$ cat src/sramc_pkg.sv
/*
 * constants, types and timing counts for the host-side controller of an
 * 8192 x 8 asynchronous static memory with two selects of opposite polarity.
 * assumes a single 50 MHz clock; all pin timings are rounded to whole cycles.
 */
// Overview of operation
// memory holds 8192 bytes, 13-bit address, shared bus
// write while strobe, low select low, high select high
// read drives data with output enable low, strobe high
// either select inactive means standby, bus released
// selected, strobe and enable high: bus stays released
// write window spans overlap of select and strobe
// continuous read gives new data per address
// address valid no later than last select active
// device commits byte when write window closes
package sramc_pkg;

	// ----------------------------------------------------------------
	// geometry
	// ----------------------------------------------------------------
	localparam int ADDR_W = 13;
	localparam int DATA_W = 8;
	localparam int DEPTH = 8192;

	// ----------------------------------------------------------------
	// timing: figures in ns, counts in cycles of the 20 ns clock
	// ----------------------------------------------------------------
	localparam int CLK_PERIOD_NS = 20;
	localparam int T_AA_NS = 25;   // address and select access, slowest grade
	localparam int T_WP_NS = 20;   // write pulse, select to end, address to end
	localparam int T_HZOE_NS = 8;  // output release after enable goes high
	// least times round up
	localparam int RD_CYC = (T_AA_NS + CLK_PERIOD_NS - 1) / CLK_PERIOD_NS;
	localparam int WR_CYC = (T_WP_NS + CLK_PERIOD_NS - 1) / CLK_PERIOD_NS;
	localparam int HZ_CYC = (T_HZOE_NS + CLK_PERIOD_NS - 1) / CLK_PERIOD_NS;
	localparam int TMR_W = 4;

	// ----------------------------------------------------------------
	// reset values of the pins: deselected, strobes high, bus released
	// ----------------------------------------------------------------
	localparam logic PIN_SEL_LOW_N_RST = 1'h1;
	localparam logic PIN_SEL_HIGH_RST = 1'h0;
	localparam logic PIN_WE_N_RST = 1'h1;
	localparam logic PIN_OE_N_RST = 1'h1;

	// write control modes
	localparam logic WMODE_STROBE = 1'h0; // strobe opens and closes the window
	localparam logic WMODE_SELECT = 1'h1; // selects open and close the window

	typedef enum logic [5:0] {
		ST_IDLE = 6'h01,
		ST_RD_WAIT = 6'h02,
		ST_RD_RECOVER = 6'h04,
		ST_WR_SETUP = 6'h08,
		ST_WR_PULSE = 6'h10,
		ST_WR_HOLD = 6'h20
	} sramc_state_t;

	typedef struct packed {
		logic wr;
		logic wmode;
		logic [ADDR_W-1:0] addr;
		logic [DATA_W-1:0] data;
	} sramc_req_t;

	typedef struct packed {
		logic [ADDR_W-1:0] addr;
		logic sel_low_n;
		logic sel_high;
		logic we_n;
		logic oe_n;
		logic [DATA_W-1:0] dq;
		logic dq_oe;
	} sramc_pins_t;

endpackage : sramc_pkg

$ cat src/sramc_ctrl.sv
/*
 * host-side controller for an 8192 x 8 asynchronous static memory.
 * user side: one request at a time, taken when ready is high.
 * pin side: registered address, selects, strobes and a split data bus;
 * the surrounding pad logic merges dq out/in/oe into the real wire.
 */
`timescale 1ns/1ps
module sramc_ctrl #(
	parameter int ADDR_W = sramc_pkg::ADDR_W,
	parameter int DATA_W = sramc_pkg::DATA_W
) (
	input wire logic REF_CLK_I,
	input wire logic RST_N_I,
	// user request side
	input wire logic REQ_VALID_I,
	input wire sramc_pkg::sramc_req_t REQ_I,
	output logic REQ_READY_O,
	output logic RD_VALID_O,
	output logic [DATA_W-1:0] RD_DATA_O,
	// memory pins
	output logic [ADDR_W-1:0] SRAM_ADDR_O,
	output logic SRAM_SEL_LOW_N_O,
	output logic SRAM_SEL_HIGH_O,
	output logic SRAM_WE_N_O,
	output logic SRAM_OE_N_O,
	output logic [DATA_W-1:0] SRAM_DQ_O,
	output logic SRAM_DQ_OE_O,
	input wire logic [DATA_W-1:0] SRAM_DQ_I
);

	// ----------------------------------------------------------------
	// elaboration checks
	// ----------------------------------------------------------------
	// the memory geometry is fixed, so other widths are refused up front
	if (ADDR_W != sramc_pkg::ADDR_W) begin : g_bad_addr_w
		$error("address width must match the memory");
	end
	if (DATA_W != sramc_pkg::DATA_W) begin : g_bad_data_w
		$error("data width must match the memory");
	end

	localparam int RD_LO = sramc_pkg::RD_CYC;
	localparam int RD_HI = sramc_pkg::RD_CYC + 2;

	sramc_pkg::sramc_state_t state_ff;
	sramc_pkg::sramc_state_t nxt_state;
	sramc_pkg::sramc_req_t req_ff;
	sramc_pkg::sramc_pins_t pins_ff;
	logic ready_ff;
	logic rd_valid_ff;
	logic [DATA_W-1:0] rd_data_ff;
	logic accept;
	logic tmr_start;
	logic [sramc_pkg::TMR_W-1:0] tmr_len;
	logic tmr_done;
	logic nxt_sel;
	logic nxt_we;

	assign accept = ready_ff && REQ_VALID_I;

	// ----------------------------------------------------------------
	// sequencing
	// ----------------------------------------------------------------
	// next state; idle leaves the memory deselected and the bus free
	always_comb begin
		nxt_state = state_ff;
		case (state_ff)
			sramc_pkg::ST_IDLE: begin
				if (accept) begin
					nxt_state = REQ_I.wr ? sramc_pkg::ST_WR_SETUP : sramc_pkg::ST_RD_WAIT;
				end
			end
			sramc_pkg::ST_RD_WAIT: begin
				if (tmr_done) nxt_state = sramc_pkg::ST_RD_RECOVER;
			end
			sramc_pkg::ST_RD_RECOVER: begin
				if (tmr_done) nxt_state = sramc_pkg::ST_IDLE;
			end
			sramc_pkg::ST_WR_SETUP: begin
				nxt_state = sramc_pkg::ST_WR_PULSE;
			end
			sramc_pkg::ST_WR_PULSE: begin
				if (tmr_done) nxt_state = sramc_pkg::ST_WR_HOLD;
			end
			sramc_pkg::ST_WR_HOLD: begin
				nxt_state = sramc_pkg::ST_IDLE;
			end
			default: begin
				nxt_state = sramc_pkg::ST_IDLE;
			end
		endcase
	end

	always_ff @(posedge REF_CLK_I or negedge RST_N_I) begin
		if (!RST_N_I) begin
			state_ff <= sramc_pkg::ST_IDLE;
		end else begin
			state_ff <= nxt_state;
		end
	end

	// timer start on entry to every timed state
	always_comb begin
		tmr_start = 1'b0;
		tmr_len = sramc_pkg::TMR_W'(sramc_pkg::RD_CYC);
		if (nxt_state != state_ff) begin
			case (nxt_state)
				sramc_pkg::ST_RD_WAIT: begin
					tmr_start = 1'b1;
					tmr_len = sramc_pkg::TMR_W'(sramc_pkg::RD_CYC);
				end
				sramc_pkg::ST_RD_RECOVER: begin
					tmr_start = 1'b1;
					tmr_len = sramc_pkg::TMR_W'(sramc_pkg::HZ_CYC);
				end
				sramc_pkg::ST_WR_PULSE: begin
					tmr_start = 1'b1;
					tmr_len = sramc_pkg::TMR_W'(sramc_pkg::WR_CYC);
				end
				default: begin
					tmr_start = 1'b0;
				end
			endcase
		end
	end

	sramc_timer #(
		.W(sramc_pkg::TMR_W)
	) u_timer (
		.clk_i(REF_CLK_I),
		.rst_n_i(RST_N_I),
		.start_i(tmr_start),
		.len_i(tmr_len),
		.done_o(tmr_done)
	);

	// ----------------------------------------------------------------
	// user side
	// ----------------------------------------------------------------
	// request held for the whole access, so pins never glitch mid-cycle
	always_ff @(posedge REF_CLK_I or negedge RST_N_I) begin
		if (!RST_N_I) begin
			req_ff <= '0;
		end else if (accept) begin
			req_ff <= REQ_I;
		end
	end

	always_ff @(posedge REF_CLK_I or negedge RST_N_I) begin
		if (!RST_N_I) begin
			ready_ff <= 1'b0;
		end else begin
			ready_ff <= (nxt_state == sramc_pkg::ST_IDLE);
		end
	end

	// read data sampled on the edge that ends the access window
	always_ff @(posedge REF_CLK_I or negedge RST_N_I) begin
		if (!RST_N_I) begin
			rd_valid_ff <= 1'b0;
			rd_data_ff <= '0;
		end else begin
			rd_valid_ff <= 1'b0;
			if (state_ff == sramc_pkg::ST_RD_WAIT && tmr_done) begin
				rd_valid_ff <= 1'b1;
				rd_data_ff <= SRAM_DQ_I;
			end
		end
	end

	// ----------------------------------------------------------------
	// pin side
	// ----------------------------------------------------------------
	// in strobe mode the selects frame setup and hold and the strobe makes
	// the window; in select mode the roles swap, so either signal can open
	// and close the write
	always_comb begin
		nxt_sel = 1'b0;
		nxt_we = 1'b0;
		case (nxt_state)
			sramc_pkg::ST_RD_WAIT: begin
				nxt_sel = 1'b1;
			end
			sramc_pkg::ST_WR_PULSE: begin
				nxt_sel = 1'b1;
				nxt_we = 1'b1;
			end
			sramc_pkg::ST_WR_SETUP, sramc_pkg::ST_WR_HOLD: begin
				nxt_sel = (req_ff.wmode == sramc_pkg::WMODE_STROBE);
				nxt_we = (req_ff.wmode == sramc_pkg::WMODE_SELECT);
			end
			default: begin
				nxt_sel = 1'b0;
			end
		endcase
		if (accept) begin
			nxt_sel = !REQ_I.wr || (REQ_I.wmode == sramc_pkg::WMODE_STROBE);
			nxt_we = REQ_I.wr && (REQ_I.wmode == sramc_pkg::WMODE_SELECT);
		end
	end

	// address moves only on accept, together with or before the selects
	always_ff @(posedge REF_CLK_I or negedge RST_N_I) begin
		if (!RST_N_I) begin
			pins_ff.addr <= '0;
			pins_ff.dq <= '0;
		end else if (accept) begin
			pins_ff.addr <= REQ_I.addr;
			pins_ff.dq <= REQ_I.data;
		end
	end

	// selects, strobes and bus drive; enable stays high through writes
	// so the memory never fights the write data
	always_ff @(posedge REF_CLK_I or negedge RST_N_I) begin
		if (!RST_N_I) begin
			pins_ff.sel_low_n <= sramc_pkg::PIN_SEL_LOW_N_RST;
			pins_ff.sel_high <= sramc_pkg::PIN_SEL_HIGH_RST;
			pins_ff.we_n <= sramc_pkg::PIN_WE_N_RST;
			pins_ff.oe_n <= sramc_pkg::PIN_OE_N_RST;
			pins_ff.dq_oe <= 1'b0;
		end else begin
			pins_ff.sel_low_n <= !nxt_sel;
			pins_ff.sel_high <= nxt_sel;
			pins_ff.we_n <= !nxt_we;
			pins_ff.oe_n <= (nxt_state != sramc_pkg::ST_RD_WAIT);
			pins_ff.dq_oe <= nxt_state == sramc_pkg::ST_WR_SETUP ||
				nxt_state == sramc_pkg::ST_WR_PULSE ||
				nxt_state == sramc_pkg::ST_WR_HOLD;
		end
	end

	assign REQ_READY_O = ready_ff;
	assign RD_VALID_O = rd_valid_ff;
	assign RD_DATA_O = rd_data_ff;
	assign SRAM_ADDR_O = pins_ff.addr;
	assign SRAM_SEL_LOW_N_O = pins_ff.sel_low_n;
	assign SRAM_SEL_HIGH_O = pins_ff.sel_high;
	assign SRAM_WE_N_O = pins_ff.we_n;
	assign SRAM_OE_N_O = pins_ff.oe_n;
	assign SRAM_DQ_O = pins_ff.dq;
	assign SRAM_DQ_OE_O = pins_ff.dq_oe;

	// ----------------------------------------------------------------
	// checks
	// ----------------------------------------------------------------
	logic sel_on;
	logic win_on;
	assign sel_on = !pins_ff.sel_low_n && pins_ff.sel_high;
	assign win_on = sel_on && !pins_ff.we_n;
endmodule : sramc_ctrl

$ cat src/sramc_timer.sv
/*
 * one-shot cycle timer: loaded with a length, it pulses done once the
 * length has run out.
 * assumes start is a single-cycle pulse and len_i is at least one.
 */
`timescale 1ns/1ps
module sramc_timer #(
	parameter int W = sramc_pkg::TMR_W
) (
	input wire logic clk_i,
	input wire logic rst_n_i,
	input wire logic start_i,
	input wire logic [W-1:0] len_i,
	output logic done_o
);

	logic [W-1:0] cnt_ff;
	logic done_ff;

	// a one-bit counter cannot tell a length of two from idle
	if (W < 2) begin : g_bad_w
		$error("timer width too small");
	end

	// down counter, restarts on every start pulse
	always_ff @(posedge clk_i or negedge rst_n_i) begin
		if (!rst_n_i) begin
			cnt_ff <= '0;
		end else if (start_i) begin
			cnt_ff <= len_i;
		end else if (cnt_ff != '0) begin
			cnt_ff <= cnt_ff - W'(1);
		end
	end

	// done comes one edge after the count hits one, so a state lasts len+1
	always_ff @(posedge clk_i or negedge rst_n_i) begin
		if (!rst_n_i) begin
			done_ff <= 1'b0;
		end else begin
			done_ff <= !start_i && (cnt_ff == W'(1));
		end
	end

	assign done_o = done_ff;

endmodule : sramc_timer

$ cat config.mk
export PLATFORM = sky130hd
export DESIGN_NAME = sramc_ctrl
export DESIGN_NICKNAME = d
export VERILOG_FILES = /design/src/sramc_pkg.sv /design/src/sramc_ctrl.sv /design/src/sramc_timer.sv
export SDC_FILE = /design/constraint.sdc
export NUM_CORES = 1
export LEC_CHECK = 0
export BUFFER_PORTS_ARGS = -buffer_cell sky130_fd_sc_hd__buf_2
export CELL_PAD_IN_SITES_DETAIL_PLACEMENT = 1
export CELL_PAD_IN_SITES_GLOBAL_PLACEMENT = 1
export CORE_UTILIZATION = 38
export CTS_CLUSTER_SIZE = 20
export DETAILED_ROUTE_END_ITERATION = 10
export PLACE_DENSITY = 0.75
export SLEW_MARGIN = 5
export SYNTH_ARGS = -nofsm -noshare
export SYNTH_HDL_FRONTEND = slang
export SYNTH_SLANG_ARGS = --single-unit
export TNS_END_PERCENT = 100
$ cat constraint.sdc
create_clock -name REF_CLK_I -period 2.2 [get_ports REF_CLK_I]
set_input_delay 0.33 -clock REF_CLK_I [delete_from_list [all_inputs] [get_ports REF_CLK_I]]
set_output_delay 0.33 -clock REF_CLK_I [all_outputs]
set_load 0.05 [all_outputs]
-- Word level (Yosys, flattened, before mapping)
Cells that the tools add are included.
- muxes and demuxes: 17
- add/subtract/negate cells: 1
- bitwise logic cells: 2
- reduce and logical (&&, ||, !) cells: 17
- eq/ne operators: 14
- operators with widths (kind ; number):
    $pmux 6 s5 ; 1
    $mux 6 ; 4
    $eq 6x1->1 const B ; 2
    $eq 6x2->1 const B ; 2
    $eq 6x3->1 const B ; 2
    $eq 6x4->1 const B ; 2
    $eq 6x5->1 const B ; 2
    $mux 4 ; 3
    $eq 6x6->1 const B ; 1
    $ne 6x2->1 const B ; 1
    $ne 6x6->1 ; 1
    $reduce_or 2->1 ; 3
    $mux 1 ; 5
    $eq 4x1->1 const B ; 1
    $logic_and 1x1->1 ; 4
    $logic_not 1->1 ; 4
    $mux 2 ; 2
    $pmux 1 s2 ; 2
    $reduce_bool 4->1 ; 1
    $sub 4x1->4 const B ; 1
    $logic_or 1x1->1 ; 3
    $reduce_or 3->1 ; 1
    $not 1->1 ; 2
    $reduce_bool 2->1 ; 1
- register bits: 48
- logic and storage cells: 65
- input bits: 34

-- Longest topological paths before layout
- depth in word-level cells: 9
- depth in mapped cells: 7
- mapped depth without buffers: 6

-- Hierarchy
Synthesis repeated with hierarchy kept, for this count alone.
- cell total of the unflattened synthesis: 165
- area, all modules: 2139.6 sq um
- by module, submodules not included (module ; cells an instance ; area an instance (sq um) ; times used ; sequential area each (sq um)):
    sramc_ctrl ; 140 ; 1850.5 ; 1 ; 1081.0
    sramc_timer ; 25 ; 289.0 ; 1 ; 125.1

-- Least setup slack after synthesis
OpenSTA, ideal clock, no wires.
- path type: flip-flop to flip-flop
- start: register ready_ff (netlist: REQ_READY_O)
- end: register pins_ff, in the netlist SRAM_ADDR_O[0]
- stages on the path, launching flop included: 5
- arrival time: 1.898 ns
- clock period less this slack: 2.023 ns
- setup slack: 0.177 ns
- setup time: 0.125 ns
- cells stage by stage: dfrtp_1 > and2_1 > clkbuf_1 > clkbuf_1 > mux2_2
- longest elaborated chain between the ends: 1
- RTL lines (element ; line ; RTL):
    from (decl) ; sramc_ctrl.sv:49 ; logic ready_ff;
    from (signal assigned) ; sramc_ctrl.sv:153 ; ready_ff <= (nxt_state == sramc_pkg::ST_IDLE);
    $logic_and 1x1->1 ; sramc_ctrl.sv:59 ; assign accept = ready_ff && REQ_VALID_I;
    to (decl) ; sramc_ctrl.sv:48 ; sramc_pkg::sramc_pins_t pins_ff;
No other way between the ends.
A chain may end at the register's enable or synchronous reset.

-- Worst setup path after layout
- start: register state_ff[3]
- end: register u_timer.cnt_ff[3]
- longest elaborated chain between the ends: 7
- elaborated cells on any way between the ends: 19
- those cells by class: eq/ne (9); mux (8); reduce/logical (2)
- RTL lines (element ; line ; RTL):
    from (decl) ; sramc_ctrl.sv:45 ; sramc_pkg::sramc_state_t state_ff;
    from (signal assigned) ; sramc_ctrl.sv:96 ; state_ff <= sramc_pkg::ST_IDLE;
    from (signal assigned) ; sramc_ctrl.sv:98 ; state_ff <= nxt_state;
    $eq 6x5->1 (tied with other cells) ; sramc_ctrl.sv:67 ; case (state_ff)
    $pmux 6 s5 * ; sramc_ctrl.sv:67 ;
    via nxt_state[1] ; sramc_ctrl.sv:46 ; sramc_pkg::sramc_state_t nxt_state;
    $eq 6x5->1 (tied with other cells) ; sramc_ctrl.sv:107 ; case (nxt_state)
    $reduce_or 3->1 (no source line) ; - ;
    $mux 1 ; sramc_ctrl.sv:107 ;
    $mux 1 * ; sramc_ctrl.sv:106 ; if (nxt_state != state_ff) begin
    $mux 4 / $reduce_bool 2->1 (equally long branches) ; - ;
    to (signal assigned) ; sramc_timer.sv:30 ; cnt_ff <= len_i;
    to (signal assigned) ; sramc_timer.sv:32 ; cnt_ff <= cnt_ff - W'(1);
    to (decl) ; sramc_timer.sv:17 ; logic [W-1:0] cnt_ff;
The timed path passes the listed nets; every way through them passes the cells marked *.

==> out/results.txt <==
status - completed
final hold slack - 4.21 ps
Pleak - 0.00129 uW
Yosys top cell area share - 50.9%
Final nets - 304
IO Count - 70
worst min path class - in2async
# DRC - 0
CTS tree - done
CP arrival - 2240 ps
area delta synth->final - 25.8%
Worst path max stage delay - 600 ps
clock sinks - 48
RSZ-0062 raised after global routing - false
Critical Path Fanout Max - 6
post-CTS setup buffer count - 0
sequential area share after synthesis - 55.8%
Pwr Total - 4570 uW
PwrDens - 1680 nW/um2
Final min period - 2040 ps
core region area - 5510 um2
Sw Pwr - 2280 uW
HPWL Detailed - 3820 um
Syn Inst Count - 193
Rel. slew slack - 61.9%
sequential share of power - 32.7%
Max Slew Vio Count - 0
syn_nets - 230
die width - 77.5 um
Num CTS Buffers - 5
average wire per standard cell - 15.2 um
Setup Viol. Count Final - 0
crit path capture type - flip-flop
VDD IR max - 831 uV
commonest non-fill, non-tap cell in the layout - buf_2
Post-DRT Antenna Nets - 0
top post-synthesis cells by area - dfrtp_1, mux2_2, nand2_1
initial antenna violation count - 0
startpoint types - flip-flop
CP cell instances - or3_1 -> or4_4 -> o41ai_4 -> o32a_2 -> nor2_1
Netlist cell types - 42
DR vias - 1731
endpoints failing hold - 0
Post-synth EDFFs - 0
starting density of the core - 39.3%
Rows - 27
Syn Area/Cell - 11.2 um2
routed vias/inst - 5.11
Syn Std Cell Area - 2160 um2
Logic pwr share - 55.2%
Critical-path top delay cell - or4_4
critical path class - reg2reg
post-cts resize count - 0
sw frac - 49.9%
CP Buf/Inv Count - 0
drt pass-1 iters - 4
Die Y - 77.5 um
setup slack, reg-to-reg - 160 ps
fmax - 490 MHz
grt total ovfl - 0
Largest delay share family, worst path - simple AND/OR/NAND/NOR gates
initial DRC count - 59
clk slew on worst S/H paths - 90 ps
number of I/O port buffers - 69
largest net degree at the start of global routing - 26
n_diodes - 0
hold buffer count at CTS - 0
clk root buf - clkbuf_8
Setup TNS Final - 0 ps
Detailed Route WL - 5140 um
worst-skew pair later-pin latency - 300 ps
first-pass GRT wire length - 8650 um
Total GRT Usage - 18.5%
Final Core Density - 49.4%
period utilisation layout - 92.7%
Worst Path Required - 2400 ps
ys async rst share - 100%
number of max-cap violations - 0
prevailing post-synth register cell - dfrtp_1
Bufs on Longest Clock Path - 2
post-synth top area cell - dfrtp_1
Pint - 2290 uW
worst-margin pin slew - 571 ps
layout cells sized above 1 - 44.9%
flops & latches, synth - 48
Clock Power Share - 12.1%
die area - 6000 um2
CTS HTree Levels - 2
Ys Warns - 0
RD Place Congestion - 0.866
clk_skew - 6.95 ps
most frequent cells in the layout - buf_2, dfrtp_1, nand2_1
number of global-route vias before repair - 1777
per-stage QoR:
| step | setup WS, ps | cells | instance area (um2) |
|---|---|---|---|
| floorplan | 177 | 193 | 2160 |
| global placement | 209 | 332 | 2630 |
| detailed placement | 172 | 332 | 2630 |
| CTS | 156 | 339 | 2720 |
| global route | 65.4 | 339 | 2720 |
| finish | 160 | 339 | 2720 |
cells in the mapped netlist (2+ instances only):
cell type	count
nor3_1	5
o31ai_1	2
a21oi_1	8
dfstp_2	4
mux2_2	21
or4_1	3
inv_1	7
or3_1	2
clkbuf_1	5
or2_2	4
o21ai_0	2
nand3_1	2
xnor2_1	2
nand2b_1	3
a211oi_1	2
buf_2	6
nor4_1	5
nand2_1	31
ha_1	3
o41ai_1	3
dfrtp_1	44
nor2_1	9
cell families (layout without fill, tap and decap cells):
family	count (synthesis)	after routing	share of synthesized area [%]
XOR/XNOR	3	3	1.21
AO/OA/AOI/OAI	27	27	9.89
adder cells (fa/ha/maj)	3	3	1.74
buffers and inverters	19	93	3.64
AND/OR/NAND/NOR	71	71	16.4
flip-flops	48	48	55.8
multiplexers	22	22	11.4
final cells by class:
type | instances | area (um2)
clock inverters | 1 | 8.76
repair buffers | 78 | 425
inverters | 8 | 30.0
fillers | 638 | 2790
multi-input cells | 126 | 878
clock buffers | 6 | 82.6
flip-flops and latches | 48 | 1210
well taps | 72 | 90.1
sequential cells by signal, summed over array words and instances (netlist names):
signal            flops
SRAM_ADDR_O          13
RD_DATA_O             8
SRAM_DQ_O             8
state_ff              6
u_timer.cnt_ff        4
RD_VALID_O            1
REQ_READY_O           1
SRAM_DQ_OE_O          1
SRAM_OE_N_O           1
SRAM_SEL_HIGH_O       1
SRAM_SEL_LOW_N_O      1
SRAM_WE_N_O           1
req_ff                1
u_timer.done_o        1
worst paths after layout:
check                              from                 to  depth (start not counted)
max                         state_ff[3]  u_timer.cnt_ff[3]                          5
min                             RST_N_I    SRAM_ADDR_O[10]                          1
max reg2reg                 state_ff[3]  u_timer.cnt_ff[3]                          5
min reg2reg                RD_DATA_O[3]       RD_DATA_O[3]                          2
max in group asynchronous       RST_N_I        SRAM_OE_N_O                          2
min in group REF_CLK_I     SRAM_DQ_I[6]       RD_DATA_O[6]                          3
per-layer routing:
metal / part of all wire, % / global-route usage (%)
met1: 43 / 23.7
met2: 50 / 30.4
met3: 5.1 / 5.06
met4: 0.93 / 5.47
met5: 0 / 0
power groups by stage:
stage	sequential (uW)	clock, uW	combinational, uW
final	1500	552	2520
after global routing	1550	601	2690
after CTS	1500	572	2550
after detailed placement	1510	0	2540
after global placement	1490	0	2490
after floorplan	2470	0	942
(Power assumes the default switching activity.)
